**config.mk**
```make
export PLATFORM = sky130hd
export DESIGN_NAME = lms_status
export DESIGN_NICKNAME = d
export VERILOG_FILES = /design/src/design/lms_pkg.sv /design/src/design/lms_status.sv
export VERILOG_INCLUDE_DIRS = /design/src /design/src/design
export SDC_FILE = /design/constraint.sdc
export NUM_CORES = 1
export LEC_CHECK = 0
export ABC_AREA = 0
export BUFFER_PORTS_ARGS = -buffer_cell sky130_fd_sc_hd__buf_2
export CAP_MARGIN = 0
export CORE_MARGIN = 3
export CORE_UTILIZATION = 56
export CTS_CLUSTER_DIAMETER = 60
export CTS_CLUSTER_SIZE = 24
export DETAILED_ROUTE_END_ITERATION = 10
export PLACE_DENSITY = 0.75
export SYNTH_ARGS = -nofsm -noshare
export SYNTH_HDL_FRONTEND = slang
export SYNTH_SLANG_ARGS = --single-unit
```
**constraint.sdc**
```tcl
create_clock -name sys_clk -period 3.22 [get_ports sys_clk]
set_input_delay 0.644 -clock sys_clk [delete_from_list [all_inputs] [get_ports sys_clk]]
set_output_delay 0.644 -clock sys_clk [all_outputs]
set_load 0.02 [all_outputs]
```
**src/design/lms_regs.svh**
```systemverilog
// Register offsets, field positions, reset values and timing constants of the line status block
`ifndef LMS_REGS_SVH
`define LMS_REGS_SVH

// ---------------------------------------------------------------------------
// Register port geometry
// ---------------------------------------------------------------------------
`define LMS_ADDR_W        3
`define LMS_DATA_W        8

// ---------------------------------------------------------------------------
// Register offsets
// ---------------------------------------------------------------------------
`define LMS_REG_LIVE      3'h0   // Live status bits, read only
`define LMS_REG_STICKY    3'h1   // Sticky event bits, cleared by a read
`define LMS_REG_MASK      3'h2   // Interrupt masks, one suppresses
`define LMS_REG_EDGE      3'h3   // Edge select, one means any change
`define LMS_REG_CTRL      3'h4   // Control bits

// ---------------------------------------------------------------------------
// Field positions
// ---------------------------------------------------------------------------
`define LMS_FLD_LSB       3      // Lowest status bit in a register byte
`define LMS_FLD_MSB       6      // Highest status bit in a register byte
`define LMS_NUM_BITS      4      // Status bits held
`define LMS_IDX_UP        2'h3   // Loop-up code status, byte bit 6
`define LMS_IDX_DOWN      2'h2   // Loop-down code status, byte bit 5
`define LMS_IDX_PAT       2'h1   // Pattern lock status, byte bit 4
`define LMS_IDX_TXL       2'h0   // Transmit clock loss, byte bit 3
`define LMS_CTRL_AUTO     0      // Automatic remote loop switching enable

// ---------------------------------------------------------------------------
// Reset values
// ---------------------------------------------------------------------------
`define LMS_MASK_RST      4'hf
`define LMS_EDGE_RST      4'h0
`define LMS_STAT_RST      4'h0

// ---------------------------------------------------------------------------
// Timing
// ---------------------------------------------------------------------------
`define LMS_CLK_KHZ       200000 // Master clock rate in kHz
`define LMS_QUAL_SHORT_MS 40     // Qualification time, automatic switching off
`define LMS_QUAL_LONG_MS  5100   // Qualification time, automatic switching on (5.1 s)
`define LMS_QUAL_W        30     // Width of the qualification counters
`define LMS_TRANSMIT_CLOCK_INPUT_LIMIT    7'h46  // Quiet cycles tolerated on the transmit clock (70)
`define LMS_IDLE_W        7      // Width of the quiet-cycle counter

`endif

```
**src/design/lms_pkg.sv**
```systemverilog
// Types shared by the line status block
`include "lms_regs.svh"

package lms_pkg;

  // -------------------------------------------------------------------------
  // Whole state of the block, registered by one process
  // -------------------------------------------------------------------------
  typedef struct packed {
    logic [1:0]                        transmit_clock_input_sync;   // Two-stage pin synchroniser
    logic                              transmit_clock_input_last;   // Previous synchronised level
    logic [`LMS_IDLE_W-1:0]            idle_cnt;    // Cycles since last pin transition
    logic [1:0][`LMS_QUAL_W-1:0]       qual_cnt;    // Code qualification counters
    logic [`LMS_NUM_BITS-1:0]          status;      // Live status bits
    logic [`LMS_NUM_BITS-1:0]          sticky;      // Latched interrupt events
    logic [`LMS_NUM_BITS-1:0]          mask;        // Interrupt masks
    logic [`LMS_NUM_BITS-1:0]          any_edge;    // Edge select bits
    logic                              auto_loop;   // Automatic remote loop switching
    logic                              remote_loop; // Remote loopback running
    logic                              irq;         // Interrupt output
    logic [`LMS_DATA_W-1:0]            rd_data;     // Read data for the port
  } lms_state_type;

endpackage : lms_pkg

```
**src/design/lms_status.sv**
```systemverilog
// Line maintenance status bits with code qualification, clock loss watch and interrupts
//
// Function
// - Loop-up bit sets after qualified error-free code
// - Qualify 40 ms, or 5.1 s when automatic
// - Loop-up rising edge starts remote loopback
// - Loop-down bit sets after qualified error-free code
// - Loop-down rising edge ends remote loopback
// - Loop-up interrupt: rising edge or any change
// - Loop-down interrupt: rising edge or any change
// - Pattern lock bit follows receiver sync live
// - Pattern lock interrupt: rising edge or any
// - Clock loss after 70 quiet master cycles
//
// Our own choices: the plain strobed port and the placing of the registers.
`timescale 1ns/1ps
`include "lms_regs.svh"

module lms_status #(
  parameter int unsigned SHORT_QUAL_CYCLES = `LMS_QUAL_SHORT_MS * `LMS_CLK_KHZ, // 40 ms
  parameter int unsigned LONG_QUAL_CYCLES  = `LMS_QUAL_LONG_MS * `LMS_CLK_KHZ   // 5.1 s
) (
  input  wire logic                   sys_clk,              // Master clock, 200 MHz
  input  wire logic                   sys_rst,              // Asynchronous reset, active high
  input  wire logic [`LMS_ADDR_W-1:0] reg_addr,             // Register address
  input  wire logic [`LMS_DATA_W-1:0] reg_wr_data,          // Register write data
  input  wire logic                   reg_wr_en,            // Write strobe
  input  wire logic                   reg_rd_en,            // Read strobe
  output logic      [`LMS_DATA_W-1:0] reg_rd_data,          // Read data, cycle after strobe
  input  wire logic                   loop_up_code_seen,    // Loop-up code being received
  input  wire logic                   loop_up_ber_ok,       // Loop-up code error rate below 1 %
  input  wire logic                   loop_down_code_seen,  // Loop-down code being received
  input  wire logic                   loop_down_ber_ok,     // Loop-down code error rate below 1 %
  input  wire logic                   pattern_sync,         // Receiver locked to test pattern
  input  wire logic                   transmit_clock_input, // Transmit clock pin, asynchronous
  output logic                        remote_loop_active,   // Remote loopback running
  output logic                        irq                   // Interrupt, level, active high
);

  // -------------------------------------------------------------------------
  // Address decode, shared by the write and read paths
  // -------------------------------------------------------------------------
  function automatic logic lms_hit(input logic [`LMS_ADDR_W-1:0] addr,
                                   input logic [`LMS_ADDR_W-1:0] offset);
    lms_hit = (addr == offset);
  endfunction : lms_hit

  // -------------------------------------------------------------------------
  // State
  // -------------------------------------------------------------------------
  lms_pkg::lms_state_type st;        // Registered state
  lms_pkg::lms_state_type next_st;   // Next state

  logic [1:0] code_seen;             // Code present, index 1 up, 0 down
  logic [1:0] code_ok;               // Error rate in limit, same indexing
  logic [`LMS_QUAL_W-1:0] qual_limit; // Active qualification length
  logic [`LMS_NUM_BITS-1:0] change;  // Status bits that move this cycle
  logic [`LMS_NUM_BITS-1:0] event_v; // Interrupt events this cycle
  logic transmit_clock_input_edge;                   // Transition seen on the transmit clock
  logic up_rise;                     // Loop-up status about to rise
  logic down_rise;                   // Loop-down status about to rise
  logic [`LMS_DATA_W-1:0] rd_mux;    // Selected read value

  assign code_seen = {loop_up_code_seen, loop_down_code_seen};
  assign code_ok   = {loop_up_ber_ok, loop_down_ber_ok};

  // -------------------------------------------------------------------------
  // Next-state logic
  // -------------------------------------------------------------------------
  always_comb
  begin
    next_st = st;
    // Pin synchroniser; only the second stage and beyond are looked at
    next_st.transmit_clock_input_sync = {st.transmit_clock_input_sync[0], transmit_clock_input};
    next_st.transmit_clock_input_last = st.transmit_clock_input_sync[1];
    transmit_clock_input_edge         = st.transmit_clock_input_sync[1] ^ st.transmit_clock_input_last;

    // Quiet-cycle counter saturates just above the limit
    if (transmit_clock_input_edge)
    begin
      next_st.idle_cnt = '0;
    end
    else if (st.idle_cnt <= `LMS_TRANSMIT_CLOCK_INPUT_LIMIT)
    begin
      next_st.idle_cnt = st.idle_cnt + 7'h01;
    end
    // Loss once more than the limit has passed with no transition
    next_st.status[`LMS_IDX_TXL] = (next_st.idle_cnt > `LMS_TRANSMIT_CLOCK_INPUT_LIMIT);

    // Pattern lock is a live copy of the receiver sync flag
    next_st.status[`LMS_IDX_PAT] = pattern_sync;

    // Qualification length follows the automatic switching bit
    qual_limit = st.auto_loop ? LONG_QUAL_CYCLES[`LMS_QUAL_W-1:0]
                              : SHORT_QUAL_CYCLES[`LMS_QUAL_W-1:0];

    // Loop-up and loop-down detectors share one structure
    for (int i = 0; i < 2; i++)
    begin
      if (st.status[i+2])
      begin
        // Held while the error rate stays in limit, dropped at once otherwise
        if (!code_ok[i])
        begin
          next_st.status[i+2] = 1'b0;
          next_st.qual_cnt[i] = '0;
        end
      end
      else if (code_seen[i] && code_ok[i])
      begin
        // Count clean code time; set once the count has covered t
        if (st.qual_cnt[i] >= qual_limit)
        begin
          next_st.status[i+2] = 1'b1;
        end
        else
        begin
          next_st.qual_cnt[i] = st.qual_cnt[i] + 30'h1;
        end
      end
      else
      begin
        // Any break restarts the qualification
        next_st.qual_cnt[i] = '0;
      end
    end

    // Remote loopback: start on loop-up rise, end on loop-down rise.
    // A loop-down rise in the same cycle wins, so the link is never left looped.
    up_rise   = next_st.status[`LMS_IDX_UP] & ~st.status[`LMS_IDX_UP];
    down_rise = next_st.status[`LMS_IDX_DOWN] & ~st.status[`LMS_IDX_DOWN];
    if (down_rise)
    begin
      next_st.remote_loop = 1'b0;
    end
    else if (up_rise)
    begin
      next_st.remote_loop = 1'b1;
    end

    // Interrupt events: rising edge, or any change when the edge bit is set
    change  = next_st.status ^ st.status;
    event_v = change & (st.any_edge | next_st.status);

    // Read of the sticky register clears it; a new event still wins
    if (reg_rd_en && lms_hit(reg_addr, `LMS_REG_STICKY))
    begin
      next_st.sticky = event_v;
    end
    else
    begin
      next_st.sticky = st.sticky | event_v;
    end

    // Register writes
    if (reg_wr_en)
    begin
      if (lms_hit(reg_addr, `LMS_REG_MASK))
      begin
        next_st.mask = reg_wr_data[`LMS_FLD_MSB:`LMS_FLD_LSB];
      end
      if (lms_hit(reg_addr, `LMS_REG_EDGE))
      begin
        next_st.any_edge = reg_wr_data[`LMS_FLD_MSB:`LMS_FLD_LSB];
      end
      if (lms_hit(reg_addr, `LMS_REG_CTRL))
      begin
        next_st.auto_loop = reg_wr_data[`LMS_CTRL_AUTO];
      end
    end

    // Masked bits still latch but never reach the pin
    next_st.irq = |(next_st.sticky & ~next_st.mask);

    // Read path; unmapped offsets and idle cycles read zero
    rd_mux = '0;
    if (lms_hit(reg_addr, `LMS_REG_LIVE))
    begin
      rd_mux[`LMS_FLD_MSB:`LMS_FLD_LSB] = st.status;
    end
    else if (lms_hit(reg_addr, `LMS_REG_STICKY))
    begin
      rd_mux[`LMS_FLD_MSB:`LMS_FLD_LSB] = st.sticky;
    end
    else if (lms_hit(reg_addr, `LMS_REG_MASK))
    begin
      rd_mux[`LMS_FLD_MSB:`LMS_FLD_LSB] = st.mask;
    end
    else if (lms_hit(reg_addr, `LMS_REG_EDGE))
    begin
      rd_mux[`LMS_FLD_MSB:`LMS_FLD_LSB] = st.any_edge;
    end
    else if (lms_hit(reg_addr, `LMS_REG_CTRL))
    begin
      rd_mux[`LMS_CTRL_AUTO] = st.auto_loop;
    end
    next_st.rd_data = reg_rd_en ? rd_mux : '0;
  end

  // -------------------------------------------------------------------------
  // State register
  // -------------------------------------------------------------------------
  always_ff @(posedge sys_clk or posedge sys_rst)
  begin
    if (sys_rst)
    begin
      st          <= '0;
      st.mask     <= `LMS_MASK_RST;
      st.any_edge <= `LMS_EDGE_RST;
      st.status   <= `LMS_STAT_RST;
    end
    else
    begin
      st <= next_st;
    end
  end

  assign reg_rd_data        = st.rd_data;
  assign remote_loop_active = st.remote_loop;
  assign irq                = st.irq;

  // -------------------------------------------------------------------------
  // Checks
  // -------------------------------------------------------------------------
  // Read strobe aimed at the sticky register, watched by the read-clear checks
  logic sticky_rd;                   // Sticky register read this cycle
  assign sticky_rd = reg_rd_en & lms_hit(reg_addr, `LMS_REG_STICKY);
endmodule : lms_status

```
==> results of run 1 <==
## registers in the layout (all words and copies together) (netlist names)
signal,flops
st,85
reg_rd_data,5
next_st,2
irq,1
remote_loop_active,1
## through the flow
stage	util	cell area (µm²)	setup slack, ns	TNS, ns
5_1_grt	0.637	5970	-0.0379	-0.0379
3_5_place_dp	0.612	5740	-0.0537	-0.0537
3_3_place_gp	0.612	5740	0.121	0
2_1_floorplan	-	5470	0.0138	0
6_report	0.637	5970	0.126	0
4_1_cts	0.634	5940	0.0550	0
## final cells by class
class | count | area [µm²] | area share
multi-input cells | 435 | 2880 | 0.482
clock buffers | 9 | 124 | 0.0207
repair buffers | 40 | 240 | 0.0402
clock inverters | 7 | 77.6 | 0.0130
well taps | 129 | 161 | 0.0270
repair inverters | 1 | 7.51 | 0.00126
inverters | 30 | 124 | 0.0207
flip-flops and latches | 94 | 2360 | 0.395
## cell usage in the layout (no fill, tap or decap), drive strengths merged, types with 5 or more instances in the layout
cell type | synthesis | final
ha | 34 | 34
nand2 | 41 | 41
nand4 | 25 | 25
and2 | 5 | 5
a21o | 7 | 7
nor4 | 10 | 10
and3 | 11 | 11
or3 | 6 | 6
o21ai | 28 | 28
nor2 | 73 | 73
buf | 15 | 40
a211oi | 7 | 7
xor2 | 26 | 26
clkbuf | 7 | 9
nand3 | 30 | 30
dfrtp | 90 | 90
and4 | 6 | 6
xnor2 | 20 | 20
nor3 | 19 | 19
mux2 | 10 | 10
inv | 29 | 32
a21oi | 12 | 12
mux2i | 5 | 5
o31ai | 8 | 8
## repair_timing
| item | 4_1_cts | 5_1_grt |
|---|---|---|
| hold endpoints to repair | 0 | 0 |
| hold buffers | 0 | 0 |
| cloned | 0 | 1 |
| buffers inserted | 0 | 2 |
| pin swaps | 0 | 1 |
| endpoints found under the setup margin | 1 | 4 |
| resized for setup | 3 | 3 |
## per-layer routing
layer  track usage  part of all wire
met5             0                 0
met4        0.0862             0.018
met3        0.0321             0.041
met2         0.358              0.47
met1         0.295              0.47
## power by group through the flow
stage	clock network [W]	registers, W	logic, W
CTS	0.000834	0.00127	0.000325
global route	0.000878	0.00128	0.000379
finish	0.000818	0.00127	0.000333
floorplan	0	0.00129	0.000219
global placement	0	0.00129	0.000308
detailed placement	0	0.00129	0.000322
## worst register-to-register path, stage by stage (launching register included)
cell	delay, ns
dfrtp_2	0.44
clkinvlp_4	0.21
ha_1	0.35
o211ai_1	0.10
o311ai_0	0.20
a2111oi_2	0.45
a211o_1	0.26
clkinv_4	0.11
ha_1	0.30
o21ai_0	0.09
a21oi_1	0.20
o22ai_1	0.12
a21o_1	0.17
## cell families after synthesis
family	count (synthesis)
buffers and inverters	52
and+or+nand+nor	248
muxes	15
adders and majority gates	34
DFF	94
xor gates and xnor gates	46
AOI/OAI and AO/OA	89
other	1
## how the worst max path moves through the flow
stage	from	to	slack [ns]	depth (start not counted)
2_1_floorplan	st[10]	irq	0.01	11
3_3_place_gp	st[10]	irq	0.12	12
3_5_place_dp	st[10]	irq	-0.05	12
4_1_cts	st[10]	irq	0.06	12
5_1_grt	st[10]	irq	-0.04	12
6_report	st[10]	irq	0.13	12
==> results_dict.tcl, run 1 <==
set metrics [dict create \
    outcome "finished, final reports clean" \
    cp-start-kind "flip-flop" \
    synth_top_family_by_area "simple AND/OR/NAND/NOR gates" \
    worst-path-buf-inv 2 \
    die_x_um 105 \
    clock_path_buffers 2 \
    grt_pass1_vias 4339 \
    root_buffer "clkbuf_8" \
    wl_mm 11.5 \
    firstDrtPassIters 5 \
    finalPower_w 0.00242 \
    critPathMaxFanout 7 \
    yosys.area_share.adder 0.0778 \
    min_period_ns 3.09 \
    drc_errors 0 \
    combPwrFrac 0.137 \
    crit_path_frequent_cell "ha_1" \
    ys_top_cells_by_count "dfrtp_1 (90), nor2_1 (72), nand2_1 (41)" \
    p_per_area_nw_per_um2 406 \
    final_hold_viol_count 0 \
    ys_types 61 \
    via_count 4414 \
    initial_utilization 0.583 \
    synth-compound-area-share 0.110 \
    numCtsBuffers 9 \
    switching_share 0.282 \
    synthArstFlopShare 1.00 \
    period_share 0.961 \
    hold_ws_ns 0.347 \
    num_antenna_cells 0 \
    worstSkewPairLatency_ns 0.38 \
    synthCells 579 \
    muxShareOfSynthArea 0.0298 \
    max_freq_mhz 323 \
    max_stage_delay_ns 0.45 \
    synth_flop_cell "dfrtp_1" \
    port_buffers 24 \
    syn2layout_area_growth_pct 9.22 \
    drv_cap 0 \
    hpwl_mm 8.13 \
    relSlewSlack 0.506 \
    grt_first_pass_wirelength_mm 20.0 \
    gr-total-overflow 0 \
    synth_top_area_frac 0.412 \
    synth.most_common_cell "dfrtp_1" \
    synth_area_um2 5470 \
    yosys.area_share.simple 0.232 \
    seqPwrFrac 0.525 \
    p_int_w 0.00174 \
    tightest_slew_ns 0.734 \
    clock_skew_ns 0.0171 \
    reg2reg_depth 12 \
    ant_nets 0 \
    via_per_inst 5.92 \
    p_leak_nw 2.62 \
    stdcell_count 745 \
    critPathTopFamily "compound AO/OA/AOI/OAI gates" \
    drive_gt1_frac 0.138 \
    r2r_setup_slack_ns 0.13 \
    crit_arrival_ns 3.36 \
    cts.clk_slew.worst_paths_ns 0.10 \
    row_count 35 \
    die_area_um2 11000 \
    io_pins 31 \
    cts_tree "done" \
    hold_class "in -> async" \
    r2r_start "st[10]" \
    setup-violations-final 0 \
    die_h_um 105 \
    maxSlewViolCount 0 \
    worstReg2RegEnd "irq" \
    synth_xor_area_frac 0.0737 \
    ys_seq_area_frac 0.431 \
    yosysWarningCount 0 \
    cts_sinks 94 \
    synth-edff-count 0 \
    grt_max_degree 55 \
    routabilityCongestion 0.872 \
    crit_chain "clkinvlp_4 -> ha_1 -> o211ai_1 -> o311ai_0 -> a2111oi_2 -> a211o_1 -> clkinv_4 -> ha_1 -> o21ai_0 -> a21oi_1 -> o22ai_1 -> a21o_1" \
    required_ns 3.48 \
    power.switching_w 0.000682 \
    fin_nets 666 \
    synth_top_area_cell "dfrtp_1" \
    synth.top_cells.by_area "dfrtp_1 (41%), ha_1 (7.8%), nor2_1 (4.9%), xor2_1 (4.2%), xnor2_1 (3.2%)" \
    antenna_found_initial 0 \
    drtIter0Drc 311 \
    ys_seq_elements 94 \
    coreArea_um2 9370 \
    cp_slowest_cell "a2111oi_2" \
    dp_cells 726 \
    fill_cells 787 \
    synth_area_per_cell_um2 9.44 \
    pwr-share-clk 0.337 \
    htree_levels 3 \
    vdd_drop_max_mv 0.249 \
    critical_path_class "reg -> reg" \
    cp-end-kind "flip-flop" \
    grt_use_total 0.219 \
    drt-wirelength-per-cell_um 15.5 \
]
Power figures use the tool's default switching activity.
==> run 2, diff against run 1 <==
--- a/config.mk
+++ b/config.mk
@@ -14,7 +14,7 @@
 export CTS_CLUSTER_DIAMETER = 60
 export CTS_CLUSTER_SIZE = 24
 export DETAILED_ROUTE_END_ITERATION = 10
-export PLACE_DENSITY = 0.75
+export PLACE_DENSITY = 0.78
 export SYNTH_ARGS = -nofsm -noshare
 export SYNTH_HDL_FRONTEND = slang
 export SYNTH_SLANG_ARGS = --single-unit
==> results_dict.tcl, run 2 (synthesis gave the netlist of run 1 again) <==
set metrics [dict create \
    outcome "finished, final reports clean" \
    met1_usage 0.301 \
    row_count 35 \
    critical_path_class "reg -> reg" \
    fin_nets 660 \
    coreArea_um2 9370 \
    maxSlewViolCount 0 \
    final.setup.tns_ns 0 \
    cts_setup_buffers 0 \
    hold_class "reg -> reg" \
    placedInstanceArea_um2 5720 \
    cts.clk_slew.worst_paths_ns 0.09 \
    via_per_inst 6.00 \
    cp-end-kind "flip-flop" \
    drt-wirelength-per-cell_um 15.7 \
    drc_errors 0 \
    fin_util 0.638 \
    via_count 4433 \
    final_common_cell "dfrtp_1" \
    drv_cap 0 \
    die_area_um2 11000 \
    wl_mm 11.6 \
    crit_arrival_ns 3.31 \
    grt_max_degree 95 \
    routabilityCongestion 0.860 \
    required_ns 3.47 \
    critPathMaxFanout 20 \
    final_cell_mix "dfrtp_1 (90), nor2_1 (72), nand2_1 (41)" \
    drtIter0Drc 305 \
    numCtsBuffers 9 \
    worstSkewPairLatency_ns 0.36 \
    p_per_area_nw_per_um2 412 \
    die_x_um 105 \
    clock_skew_ns 0.0149 \
    grt_use_total 0.222 \
    syn2layout_area_growth_pct 9.34 \
    min_from "next_st[96]" \
    tightest_slew_ns 0.712 \
    r2r_start "st[10]" \
    die_h_um 105 \
    grt_util_met2 0.363 \
    min_period_ns 3.06 \
    min_to "next_st[94]" \
    period_share 0.950 \
    grt_pass1_vias 4323 \
    antenna_found_initial 0 \
    drive_gt1_frac 0.128 \
    root_buffer "clkbuf_8" \
    firstDrtPassIters 5 \
    ant_nets 0 \
    max_freq_mhz 327 \
    gr-total-overflow 0 \
    num_antenna_cells 0 \
    reg2reg_depth 13 \
    r2r_setup_slack_ns 0.16 \
    port_buffers 24 \
    final_hold_viol_count 0 \
    hpwl_mm 8.16 \
    grt_first_pass_wirelength_mm 20.4 \
    worstReg2RegEnd "irq" \
    fin_area_um2 5980 \
    initial_utilization 0.583 \
    relSlewSlack 0.521 \
    gr-usage-met3 0.0315 \
    vdd_drop_max_mv 0.234 \
    whs_path_depth 0 \
    htree_levels 3 \
    cp-start-kind "flip-flop" \
    p_leak_nw 2.62 \
    top_register "st" \
    cts_sinks 94 \
    io_pins 31 \
    largest_reg_flops 85 \
    setup-violations-final 0 \
    cts_tree "done" \
    busiest_layer "met2" \
    finalPower_w 0.00247 \
    clock_path_buffers 2 \
]
run 2: power by group:
| part | internal (W) | leakage (nW) | total [W] | switching (W) |
|---|---|---|---|---|
| Sequential | 0.00123 | 1.27 | 0.00127 | 0.0000361 |
| Clock | 0.000445 | 0.107 | 0.000872 | 0.000427 |
| Combinational | 0.000129 | 1.24 | 0.000323 | 0.000194 |
run 2: worst max-delay path, cell delays in order, from the launching register on:
cell       delay, ns
dfrtp_1         0.39
inv_1           0.07
buf_6           0.20
ha_1            0.28
nand4_1         0.12
o21ai_0         0.23
a2111oi_4       0.37
a211o_1         0.26
clkinv_4        0.13
ha_1            0.30
o21ai_0         0.09
a21oi_1         0.21
o22ai_1         0.14
a21o_1          0.17
run 2: final cells by class:
class,instances,area [µm²]
Inverter,30,119
Timing Repair Buffer,35,219
Fill cell,763,3390
Clock inverter,6,93.8
Sequential cell,94,2360
Tap cell,129,161
Clock buffer,10,128
Multi-Input combinational cell,435,2900
run 2: stage by stage:
stage	setup WS [ns]	std cells	hold WS [ns]
5_1_grt	-0.0103	739	0.359
6_report	0.160	739	0.366
3_3_place_gp	0.221	723	0.333
4_1_cts	0.0647	739	0.369
3_5_place_dp	0.0346	723	0.347
2_1_floorplan	0.0138	581	0.331
run 2: routing by layer:
layer,wire length [µm],up-vias
li1,-,2122
met1,5320,2187
met2,5630,112
met3,514,12
met4,154,0
met5,0,-
run 2: what timing repair did:
item,in CTS,in global routing
hold buffers,0,0
resized for setup,1,7
endpoints found under the setup margin,1,4
run 2: worst max path at each step:
stage               endpoint   start  slack (ns)
finish                   irq  st[10]        0.16
global route             irq  st[10]       -0.01
CTS                      irq  st[10]        0.06
detailed placement       irq  st[10]        0.03
global placement         irq  st[10]        0.22
floorplan                irq  st[10]        0.01
